<file path="config.mk">
export PLATFORM = sky130hd
export DESIGN_NAME = insn_decoder
export DESIGN_NICKNAME = d
export VERILOG_FILES = /design/src/hdl/dec_pkg.sv /design/src/hdl/insn_decoder.sv
export SDC_FILE = /design/constraint.sdc
export NUM_CORES = 1
export LEC_CHECK = 0
export ABC_AREA = 1
export BUFFER_PORTS_ARGS = -buffer_cell sky130_fd_sc_hd__clkbuf_2
export CORE_AREA = 2 2 194 120
export DETAILED_ROUTE_END_ITERATION = 12
export DIE_AREA = 0 0 196 122
export GPL_ROUTABILITY_DRIVEN = 0
export HOLD_SLACK_MARGIN = 0.1
export PLACE_DENSITY = 0.76
export SYNTH_ARGS = -nofsm -noshare
export SYNTH_HDL_FRONTEND = slang
export SYNTH_SLANG_ARGS = --single-unit
export TNS_END_PERCENT = 5
</file>
<file path="constraint.sdc">
create_clock -name clock -period 2.2 [get_ports clock]
set_input_delay 0.11 -clock clock [delete_from_list [all_inputs] [get_ports clock]]
set_output_delay 0.11 -clock clock [all_outputs]
set_load 0.03 [all_outputs]
</file>
<file path="src/hdl/dec_pkg.sv">
package dec_pkg;
    // Opcode byte sits in the top of every first word
    localparam int          OPC_LSB        = 16;
    localparam int          OPC_W          = 8;
    localparam logic [7:0]  OP_NOP         = 8'h00;
    localparam logic [7:0]  OP_BRANCH      = 8'h01;
    localparam logic [7:0]  OP_COND_BRANCH = 8'h02;
    localparam logic [7:0]  OP_INDIRECT    = 8'h03;
    localparam logic [7:0]  OP_TABLE       = 8'h04;
    localparam logic [7:0]  OP_RETURN      = 8'h05;
    localparam logic [7:0]  OP_INT_EXIT    = 8'h06;
    localparam logic [7:0]  OP_SKIP        = 8'h07;
    localparam logic [7:0]  OP_ABS_JUMP    = 8'h08;
    localparam logic [7:0]  OP_CALL_LONG   = 8'h09;
    localparam logic [7:0]  OP_LOOP_LONG   = 8'h0A;
    localparam logic [3:0]  GRP_CONTROL    = 4'h0;
    localparam logic [3:0]  GRP_WORK       = 4'h1;
    localparam logic [3:0]  GRP_FILE       = 4'h2;
    localparam logic [3:0]  GRP_BIT        = 4'h3;
    localparam logic [3:0]  GRP_LIT        = 4'h4;
    localparam logic [3:0]  GRP_MULT       = 4'h5;
    localparam logic [3:0]  GRP_DSP        = 4'h6;
    // Operand field positions within the low 16 bits
    localparam int BASE_LSB   = 12;
    localparam int DMODE_LSB  = 10;
    localparam int DST_LSB    = 6;
    localparam int SMODE_LSB  = 4;
    localparam int SRC_LSB    = 0;
    localparam int FADDR_LSB  = 0;
    localparam int FDEST_BIT  = 13;
    localparam int BITSEL_LSB = 12;
    localparam int LIT_LSB    = 4;
    localparam int ACC_BIT    = 15;
    localparam int PAIR_LSB   = 12;
    localparam int XPF_LSB    = 8;
    localparam int YPF_LSB    = 4;
    localparam int XDST_LSB   = 2;
    localparam int YDST_LSB   = 0;
    localparam int SHLIT_BIT  = 14;
    localparam int SHAMT_LSB  = 0;
    localparam int HI_ADDR_W  = 7;
    localparam logic [3:0] WB_REG_NUM   = 4'hD;
    localparam logic [1:0] WB_POST_INC  = 2'h2;
    localparam logic [1:0] CYC_ONE   = 2'h1;
    localparam logic [1:0] CYC_TWO   = 2'h2;
    localparam logic [1:0] CYC_THREE = 2'h3;
    // Register map, byte addresses
    localparam logic [7:0] REG_CTRL   = 8'h00;
    localparam logic [7:0] REG_STATUS = 8'h04;
    localparam logic [7:0] REG_FLAGS  = 8'h08;
    localparam logic [7:0] REG_COUNT  = 8'h0C;
    localparam logic [7:0] REG_LAST   = 8'h10;
    localparam int   CTRL_EN_BIT  = 0;
    localparam logic CTRL_EN_RST  = 1'b1;
    localparam int   ST_ERR2_BIT  = 0;
    localparam int   ST_ERRA_BIT  = 1;
    localparam int   ST_STATE_LSB = 2;

    typedef enum logic [3:0] {
        CLS_NOP, CLS_WORK, CLS_FILE, CLS_BIT, CLS_LITERAL,
        CLS_MULTIPLY_ACCUMULATE, CLS_DSP, CLS_BRANCH_ALWAYS, CLS_COND,
        CLS_INDIRECT, CLS_TABLE, CLS_RETURN, CLS_INTERRUPT_EXIT,
        CLS_SKIP, CLS_TWO_WORD, CLS_ILLEGAL
    } cls_t;
    typedef enum logic [1:0] {SZ_WORD, SZ_BYTE, SZ_DOUBLE} size_t;
    typedef enum logic [1:0] {WBK_NONE, WBK_REG, WBK_MEM} wbk_t;

    typedef struct packed {
        logic       carry_flag;
        logic       half_carry_flag;
        logic       negative_flag;
        logic       signed_overflow_flag;
        logic       zero_flag;
        logic       acc_a_overflow_flag;
        logic       acc_b_overflow_flag;
        logic       acc_a_saturate_flag;
        logic       acc_b_saturate_flag;
    } flags_t;

    typedef struct packed {
        logic [7:0]  opcode;
        cls_t        cls;
        size_t       size;
        logic [3:0]  base_source_reg;
        logic [3:0]  second_source_reg;
        logic [1:0]  src_mode;
        logic [3:0]  dest_reg;
        logic [1:0]  dst_mode;
        logic [12:0] file_addr;
        logic        to_default_work_reg;
        logic [3:0]  bit_select_field;
        logic [9:0]  unsigned_literal_ten;
        logic [15:0] signed_literal_ten;
        logic [22:0] program_address_literal;
        logic        acc_b_sel;
        logic [2:0]  mul_pair;
        logic [3:0]  x_prefetch;
        logic [3:0]  y_prefetch;
        logic [1:0]  x_dest;
        logic [1:0]  y_dest;
        wbk_t        acc_writeback_dest;
        logic [3:0]  writeback_reg;
        logic [1:0]  writeback_inc;
        logic        shift_from_lit;
        logic [5:0]  shift_amount;
        logic [1:0]  cycles;
    } dec_t;
endpackage : dec_pkg

</file>
<file path="src/hdl/insn_decoder.sv">
// Implementation choices: the register addresses and register access over APB.
`timescale 1ns/10ps
// Overview of operation
// (RULE_01) Single-word instruction is 24 bits: 8-bit opcode plus operand fields.
// (RULE_02) Exactly three opcodes use two program words; all others use one.
// (RULE_03) Two-word instructions are gathered into 48 bits before issue.
// (RULE_04) Second word of a two-word instruction has its top eight bits zero.
// (RULE_05) A stray second word executes as a no-operation.
// (RULE_06) One cycle normally; two when a test is true or the PC changes.
// (RULE_07) Branch, indirect jump, table access and returns take two or three cycles.
// (RULE_08) A taken skip costs two cycles, three over a two-word instruction.
// (RULE_09) Double-word data moves take two cycles.
// (RULE_10) Two-word instructions take two cycles.
// (RULE_11) Working-register ops decode base source, second source and destination.
// (RULE_12) File-register ops decode an address and a result destination selector.
// (RULE_13) File register address spans 0 to 0x1FFF.
// (RULE_14) Bit select field is four bits, positions 0 to 15.
// (RULE_15) Unsigned ten-bit literal limited to 255 in byte mode, 1023 in word.
// (RULE_16) Program address literal has its least significant bit zero.
// (RULE_17) Signed ten-bit literal is two's complement, -512 to 511.
// (RULE_18) Size suffix selects byte, word or double word; word is default.
// (RULE_19) Five integer flags and four accumulator overflow/saturate flags are kept.
// (RULE_20) Multiply-accumulate decodes accumulator, multiplier pair, prefetches, write-back.
// (RULE_21) Write-back goes to register 13 or its target, post-incremented by two.
// (RULE_22) Other DSP ops take shift from a register or a literal.
// (RULE_23) Issue stalls while the second word is fetched.
module insn_decoder
    import dec_pkg::*;
#(
    parameter int COUNT_W = 16
) (
    input  wire logic            clock,
    input  wire logic            rst_n,
    input  wire logic            psel,
    input  wire logic            penable,
    input  wire logic            pwrite,
    input  wire logic [7:0]      paddr,
    input  wire logic [31:0]     pwdata,
    output logic [31:0]          prdata,
    output logic                 pready,
    output logic                 pslverr,
    input  wire logic            fetch_valid,
    input  wire logic [23:0]     fetch_word,
    output logic                 fetch_ready,
    input  wire logic            cond_true,
    input  wire logic            skip_two_word,
    input  wire logic            flag_we,
    input  wire dec_pkg::flags_t flag_in,
    output logic                 issue_valid,
    output dec_pkg::dec_t        issue,
    output logic                 nop_cycle,
    output dec_pkg::flags_t      flags
);
    import dec_pkg::*;

    generate
        if (COUNT_W < 8 || COUNT_W > 32) begin : g_bad_width
            $error("COUNT_W must lie between 8 and 32");
        end
    endgenerate

    typedef enum logic [1:0] {
        ST_IDLE  = 2'b00,
        ST_WORD2 = 2'b01,
        ST_EXEC  = 2'b11
    } state_t;

    typedef struct packed {
        state_t               state;
        logic [23:0]          word1;
        logic [1:0]           cnt;
        logic                 fetch_ready;
        logic                 issue_valid;
        dec_t                 issue;
        logic                 nop_cycle;
        logic                 enable;
        logic                 err_word2;
        logic                 err_addr;
        flags_t               flags;
        logic [COUNT_W-1:0]   icount;
        logic [31:0]          prdata;
        logic                 pready;
        logic                 pslverr;
    } st_t;

    st_t r_r;
    st_t r_nxt;

    function automatic cls_t classify(input logic [7:0] op);
        cls_t c;
        c = CLS_ILLEGAL;
        case (op)
            OP_NOP:         c = CLS_NOP; // RULE_05
            OP_BRANCH:      c = CLS_BRANCH_ALWAYS;
            OP_COND_BRANCH: c = CLS_COND;
            OP_INDIRECT:    c = CLS_INDIRECT;
            OP_TABLE:       c = CLS_TABLE;
            OP_RETURN:      c = CLS_RETURN;
            OP_INT_EXIT:    c = CLS_INTERRUPT_EXIT;
            OP_SKIP:        c = CLS_SKIP;
            OP_ABS_JUMP,
            OP_CALL_LONG,
            OP_LOOP_LONG:   c = CLS_TWO_WORD; // RULE_02
            default: begin
                case (op[7:4])
                    GRP_WORK: c = CLS_WORK;
                    GRP_FILE: c = CLS_FILE;
                    GRP_BIT:  c = CLS_BIT;
                    GRP_LIT:  c = CLS_LITERAL;
                    GRP_MULT: c = CLS_MULTIPLY_ACCUMULATE;
                    GRP_DSP:  c = CLS_DSP;
                    default:  c = CLS_ILLEGAL;
                endcase
            end
        endcase
        return c;
    endfunction : classify

    function automatic dec_t decode(
        input logic [23:0] w1,
        input logic [23:0] w2,
        input logic        cond,
        input logic        skip2
    );
        dec_t        d;
        logic [15:0] f;
        logic [9:0]  l10;
        d = '0;
        f = w1[15:0];
        l10 = f[LIT_LSB +: 10];
        d.opcode = w1[OPC_LSB +: OPC_W]; // RULE_01
        d.cls = classify(d.opcode);
        d.size = SZ_WORD;
        if (d.cls inside {CLS_WORK, CLS_FILE, CLS_LITERAL}) begin
            case (d.opcode[1:0]) // RULE_18
                2'h1:    d.size = SZ_BYTE;
                2'h2:    d.size = SZ_DOUBLE;
                default: d.size = SZ_WORD;
            endcase
        end
        case (d.cls)
            CLS_WORK: begin
                d.base_source_reg = f[BASE_LSB +: 4]; // RULE_11
                d.second_source_reg = f[SRC_LSB +: 4];
                d.src_mode = f[SMODE_LSB +: 2];
                d.dest_reg = f[DST_LSB +: 4];
                d.dst_mode = f[DMODE_LSB +: 2];
            end
            CLS_FILE: begin
                d.file_addr = f[FADDR_LSB +: 13]; // RULE_13
                d.to_default_work_reg = f[FDEST_BIT]; // RULE_12
            end
            CLS_BIT: begin
                d.bit_select_field = f[BITSEL_LSB +: 4]; // RULE_14
                d.second_source_reg = f[SRC_LSB +: 4];
                d.src_mode = f[SMODE_LSB +: 2];
            end
            CLS_LITERAL: begin
                if (d.size == SZ_BYTE) begin
                    d.unsigned_literal_ten = {2'h0, l10[7:0]}; // RULE_15
                end else begin
                    d.unsigned_literal_ten = l10; // RULE_15
                end
                d.signed_literal_ten = {{6{l10[9]}}, l10}; // RULE_17
                d.dest_reg = f[SRC_LSB +: 4];
            end
            CLS_MULTIPLY_ACCUMULATE: begin
                d.acc_b_sel = f[ACC_BIT]; // RULE_20
                d.mul_pair = f[PAIR_LSB +: 3];
                d.x_prefetch = f[XPF_LSB +: 4];
                d.y_prefetch = f[YPF_LSB +: 4];
                d.x_dest = f[XDST_LSB +: 2];
                d.y_dest = f[YDST_LSB +: 2];
                case (d.opcode[1:0])
                    2'h1:    d.acc_writeback_dest = WBK_REG; // RULE_21
                    2'h2:    d.acc_writeback_dest = WBK_MEM; // RULE_21
                    default: d.acc_writeback_dest = WBK_NONE;
                endcase
                if (d.acc_writeback_dest != WBK_NONE) begin
                    d.writeback_reg = WB_REG_NUM; // RULE_21
                end
                if (d.acc_writeback_dest == WBK_MEM) begin
                    d.writeback_inc = WB_POST_INC; // RULE_21
                end
            end
            CLS_DSP: begin
                d.acc_b_sel = f[ACC_BIT];
                d.shift_from_lit = f[SHLIT_BIT]; // RULE_22
                if (f[SHLIT_BIT]) begin
                    d.shift_amount = f[SHAMT_LSB +: 6]; // RULE_22
                end else begin
                    d.second_source_reg = f[SHAMT_LSB +: 4]; // RULE_22
                end
            end
            CLS_TWO_WORD: begin
                d.program_address_literal = {w2[HI_ADDR_W-1:0], f[15:1], 1'b0}; // RULE_03 RULE_16
            end
            default: begin
                d.dest_reg = f[SRC_LSB +: 4];
            end
        endcase
        case (d.cls)
            CLS_TWO_WORD:       d.cycles = CYC_TWO; // RULE_10
            CLS_BRANCH_ALWAYS,
            CLS_INDIRECT,
            CLS_TABLE:          d.cycles = CYC_TWO; // RULE_07
            CLS_RETURN,
            CLS_INTERRUPT_EXIT: d.cycles = CYC_THREE; // RULE_07
            CLS_SKIP:           d.cycles = !cond ? CYC_ONE : (skip2 ? CYC_THREE : CYC_TWO); // RULE_08
            CLS_COND:           d.cycles = cond ? CYC_TWO : CYC_ONE; // RULE_06
            default:            d.cycles = (d.size == SZ_DOUBLE) ? CYC_TWO : CYC_ONE; // RULE_09 RULE_06
        endcase
        return d;
    endfunction : decode

    function automatic logic reg_hit(input logic [7:0] a);
        return a inside {REG_CTRL, REG_STATUS, REG_FLAGS, REG_COUNT, REG_LAST};
    endfunction : reg_hit

    logic        take;
    logic        wr;
    logic        rd;
    logic        do_issue;
    logic [31:0] rdata;
    dec_t        d;

    always_comb begin
        r_nxt = r_r;
        take = r_r.fetch_ready & fetch_valid;
        wr = psel & penable & r_r.pready & pwrite;
        rd = psel & penable & ~r_r.pready;
        do_issue = 1'b0;
        d = '0;
        rdata = 32'h0;

        // Register access: write lands on the edge that sees pready
        case (paddr)
            REG_CTRL:   rdata[CTRL_EN_BIT] = r_r.enable;
            REG_STATUS: begin
                rdata[ST_ERR2_BIT] = r_r.err_word2;
                rdata[ST_ERRA_BIT] = r_r.err_addr;
                rdata[ST_STATE_LSB +: 2] = r_r.state;
            end
            REG_FLAGS:  rdata[8:0] = r_r.flags;
            REG_COUNT:  rdata[COUNT_W-1:0] = r_r.icount;
            REG_LAST:   rdata[23:0] = r_r.word1;
            default:    rdata = 32'h0;
        endcase
        r_nxt.pready = rd;
        r_nxt.pslverr = rd & ~reg_hit(paddr);
        r_nxt.prdata = (rd & ~pwrite) ? rdata : 32'h0;
        if (wr) begin
            case (paddr)
                REG_CTRL:   r_nxt.enable = pwdata[CTRL_EN_BIT];
                REG_STATUS: begin
                    if (pwdata[ST_ERR2_BIT]) begin
                        r_nxt.err_word2 = 1'b0;
                    end
                    if (pwdata[ST_ERRA_BIT]) begin
                        r_nxt.err_addr = 1'b0;
                    end
                end
                REG_FLAGS:  r_nxt.flags = flags_t'(pwdata[8:0]); // RULE_19
                default:    r_nxt.enable = r_r.enable;
            endcase
        end

        // Fetch and issue sequencing
        r_nxt.issue_valid = 1'b0;
        case (r_r.state)
            ST_IDLE: begin
                if (take) begin
                    r_nxt.word1 = fetch_word;
                    if (classify(fetch_word[OPC_LSB +: OPC_W]) == CLS_TWO_WORD) begin
                        r_nxt.state = ST_WORD2; // RULE_23
                    end else begin
                        d = decode(fetch_word, 24'h0, cond_true, skip_two_word);
                        do_issue = 1'b1;
                    end
                end
            end
            ST_WORD2: begin
                if (take) begin
                    if (fetch_word[OPC_LSB +: OPC_W] != 8'h00) begin
                        r_nxt.err_word2 = 1'b1; // RULE_04
                    end
                    if (r_r.word1[0]) begin
                        r_nxt.err_addr = 1'b1; // RULE_16
                    end
                    d = decode(r_r.word1, fetch_word, cond_true, skip_two_word); // RULE_03
                    do_issue = 1'b1;
                end
            end
            ST_EXEC: begin
                if (r_r.cnt <= CYC_ONE) begin
                    r_nxt.state = ST_IDLE;
                end else begin
                    r_nxt.cnt = r_r.cnt - CYC_ONE; // RULE_07
                end
            end
            default: r_nxt.state = ST_IDLE;
        endcase
        if (do_issue) begin
            r_nxt.issue = d;
            r_nxt.issue_valid = 1'b1;
            r_nxt.icount = r_r.icount + COUNT_W'(1);
            if (d.cycles > CYC_ONE) begin
                r_nxt.state = ST_EXEC; // RULE_06
                r_nxt.cnt = d.cycles - CYC_ONE;
            end else begin
                r_nxt.state = ST_IDLE;
            end
        end
        // Extra cycles run as no-operations with fetch held off
        r_nxt.nop_cycle = (r_nxt.state == ST_EXEC); // RULE_06
        r_nxt.fetch_ready = r_nxt.enable & (r_nxt.state != ST_EXEC);
        if (flag_we) begin
            r_nxt.flags = flag_in; // RULE_19
        end
    end

    always_ff @(posedge clock) begin
        if (!rst_n) begin
            r_r <= '0;
            r_r.enable <= CTRL_EN_RST;
        end else begin
            r_r <= r_nxt;
        end
    end

    assign prdata      = r_r.prdata;
    assign pready      = r_r.pready;
    assign pslverr     = r_r.pslverr;
    assign fetch_ready = r_r.fetch_ready;
    assign issue_valid = r_r.issue_valid;
    assign issue       = r_r.issue;
    assign nop_cycle   = r_r.nop_cycle;
    assign flags       = r_r.flags;
endmodule : insn_decoder

</file>
==> metrics.csv <==
metric;value;unit
run_status;finished with violations;
violations;negative setup slack;
initialDrtViolationCount;1467;
numClockSinks;195;
avgSynthCellArea;7.225;µm²
grt_overflow;0;
ir_drop;629.7;µV
clock.fmax;0.4000;GHz
ys_ff_latch;195;
postLayoutCoreUtil;57.84;%
track_usage;30.97;%
skew;12.65;ps
setup_slack;-299.8;ps
n_fill_cell;2034;
crit_arrival;2800;ps
synth_largest_area_cell;dfxtp_1;
diodes;0;
hp-class;in -> reg;
stdcell_count;1959;
final_hold_viol_count;0;
die_y;122;µm
ant_nets;0;
core_area;22380;µm²
cap_violations;0;
synth-seq-area-share;36.53;%
wl_per_cell;19.64;µm
final_nets;1747;
clkTransAtPathRegs;80;ps
dpl.hpwl;27580;µm
p_leak;5.792;nW
root_buffer;clkbuf_16;
grt_max_degree;99;
critPathKind;reg -> reg;
die_w;196;µm
grt_pass1_wl;56610;µm
period_minus_slack;2500;ps
netlist_area;10690;µm²
synth_cells;1479;
worst_pin_slew;1041;ps
startpoint_type;flop;
dieArea;23910;µm²
cts_tree;done;
relSlewSlack;30.59;%
syn2layout_area_growth;21.15;%
portBuffers;223;
required;2500;ps
routed_via_density;5.730;
synth_top_area_share;36.53;%
antenna_found_initial;0;
h-tree-depth;4;
numCtsBuffers;17;
synth_area_leaders;dfxtp_1 37%, buf_4 12%, nand2_1 8.7%, a21oi_1 5.8%, nor2_1 5.6%;
drive_gt1_share;29.27;%
fin_total_pwr;9.090;mW
synthFlopType;dfxtp_1;
post-route-period-util;113.6;%
maxSlewViolCount;0;
synth-edff-count;0;
setup_viol;31;
grt_pass1_vias;9887;
post_synth_num_cell_types;46;
drc_errors;0;
clk_path_buf_depth;2;
drt-pass1-iter-count;9;
p_per_area;702.2;nW/µm²
clock_latency;450;ps
start_util;47.75;%
routed_wl;38470;µm
dp_cells;1873;
synthArstFlopShare;0;%
grt_setup_unrepaired;true;
yosys_warnings;0;
ios;258;
row_count;43;
cp_max_fo;3;
end_kind;flop;
vias;11230;
-- cell usage after synthesis, drive strengths merged (9+ instances only) --
cell and instances:
nand2 258, buf 200, dfxtp 195, nor2 173, inv 156, a21oi 124
nand3 89, o21ai 76, a31oi 34, clkbuf 32, nor3 22, o31ai 21
o211ai 12, a221oi 11, a22oi 11, ha 11, o22ai 9
-- metal layers --
metal	vias up	GRT usage, %	share of wire [%]
li1	5060	-	-
met1	5148	45.44	43
met2	877	41.93	39
met3	140	9.551	15
met4	0	11.46	3.5
met5	-	0	0
-- cell usage in the layout, fill, tap and decap left out, types with 7 or more instances in the layout --
master / netlist / routed
a31oi_1: 34 / 33
a21oi_1: 124 / 120
clkbuf_2: 0 / 223
inv_1: 150 / 143
nand2_4: 6 / 11
buf_12: 0 / 7
o211ai_1: 12 / 12
a22oi_1: 11 / 11
dlygate4sd3_1: 0 / 42
ha_1: 11 / 7
nand2_1: 248 / 227
o22ai_1: 9 / 9
a221oi_1: 11 / 10
dfxtp_1: 195 / 191
nand2_2: 4 / 20
buf_6: 5 / 9
o21ai_1: 29 / 31
o21ai_0: 47 / 44
o31ai_2: 18 / 20
inv_2: 6 / 8
o21a_1: 7 / 7
nor2_2: 9 / 15
clkbuf_16: 0 / 17
buf_4: 177 / 96
conb_1: 1 / 11
nor3_1: 21 / 17
nor2_1: 159 / 144
nand3_1: 88 / 83
nor2_4: 2 / 11
-- final cells by class --
cell class	instances	area, µm²	area share [%]
sequential	195	3911	30.21
clock buffer	18	439.2	3.392
inverter	157	601.8	4.649
multi-input combinational	905	4950	38.23
clock inverter	14	152.6	1.179
timing repair buffer	378	2526	19.51
tap	292	365.4	2.822
-- flip-flops by register name, indices dropped and copies added, names as in the netlist --
name / cells
pslverr: 1
r_r: 47
issue: 110
fetch_ready: 1
flags: 9
prdata: 24
nop_cycle: 1
issue_valid: 1
pready: 1
-- what timing repair did --
| item | 4_1_cts | 5_1_grt |
|---|---|---|
| pin swaps | 21 | 29 |
| gates resized for setup | 50 | 58 |
| gates cloned | 1 | 0 |
| hold buffers | 42 | 0 |
| endpoints found under the setup margin | 34 | 67 |
| buffers inserted | 9 | 3 |
| hold endpoints to repair | 51 | 0 |
-- worst max-delay path, cell delays in order (launching register included) --
cell	delay (ps)
dfxtp_2	340
buf_4	160
ha_4	170
nor2_4	110
inv_1	60
nand2_1	80
nand2_1	80
nor2_2	200
buf_4	140
nand3_1	70
nand2_2	120
nor2_2	60
a21oi_2	180
nor2_1	80
nor2_1	130
nand2_2	100
buf_4	140
nand3_1	80
a21oi_1	60
-- power breakdown --
| part | internal [mW] | leakage (nW) | total, mW | switching, mW |
|---|---|---|---|---|
| Sequential | 3.66 | 1.58 | 3.77 | 0.112 |
| Combinational | 0.746 | 3.92 | 2.07 | 1.33 |
| Clock | 1.72 | 0.290 | 3.24 | 1.52 |
-- cells by family after synthesis --
| kind of cell | count (synthesis) | share of synthesized area [%] |
|---|---|---|
| AO/OA/AOI/OAI | 324 | 18.73 |
| XOR/XNOR | 3 | 0.2459 |
| adder cells (fa/ha/maj) | 11 | 1.288 |
| buffers and inverters | 389 | 20.42 |
| flip-flops | 195 | 36.53 |
| other | 1 | 0.03509 |
| AND/OR/NAND/NOR | 556 | 22.75 |
-- worst paths after layout --
check | startpoint | endpoint | slack, ps | cells past startpoint
hold reg to reg | issue[126] | issue[126] | 460 | 2
hold / removal | fetch_word[8] | issue[104] | 150 | 5
setup reg to reg | r_r[213] | r_r[196] | -300 | 18
setup / recovery | r_r[213] | r_r[196] | -300 | 18
-- per-stage QoR --
stage	hold WS, ps	setup TNS, ps	worst slack (ps)	area, µm²
6_report	152.6	-4503	-299.8	12950
5_1_grt	177.3	-10320	-486.8	12950
4_1_cts	121.5	-2055	-121.0	12700
3_5_place_dp	376.4	-21970	-332.0	11450
3_3_place_gp	373.1	-11460	-232.5	11450
2_1_floorplan	255.6	0	9.034	10720
(Power assumes the default switching activity.)
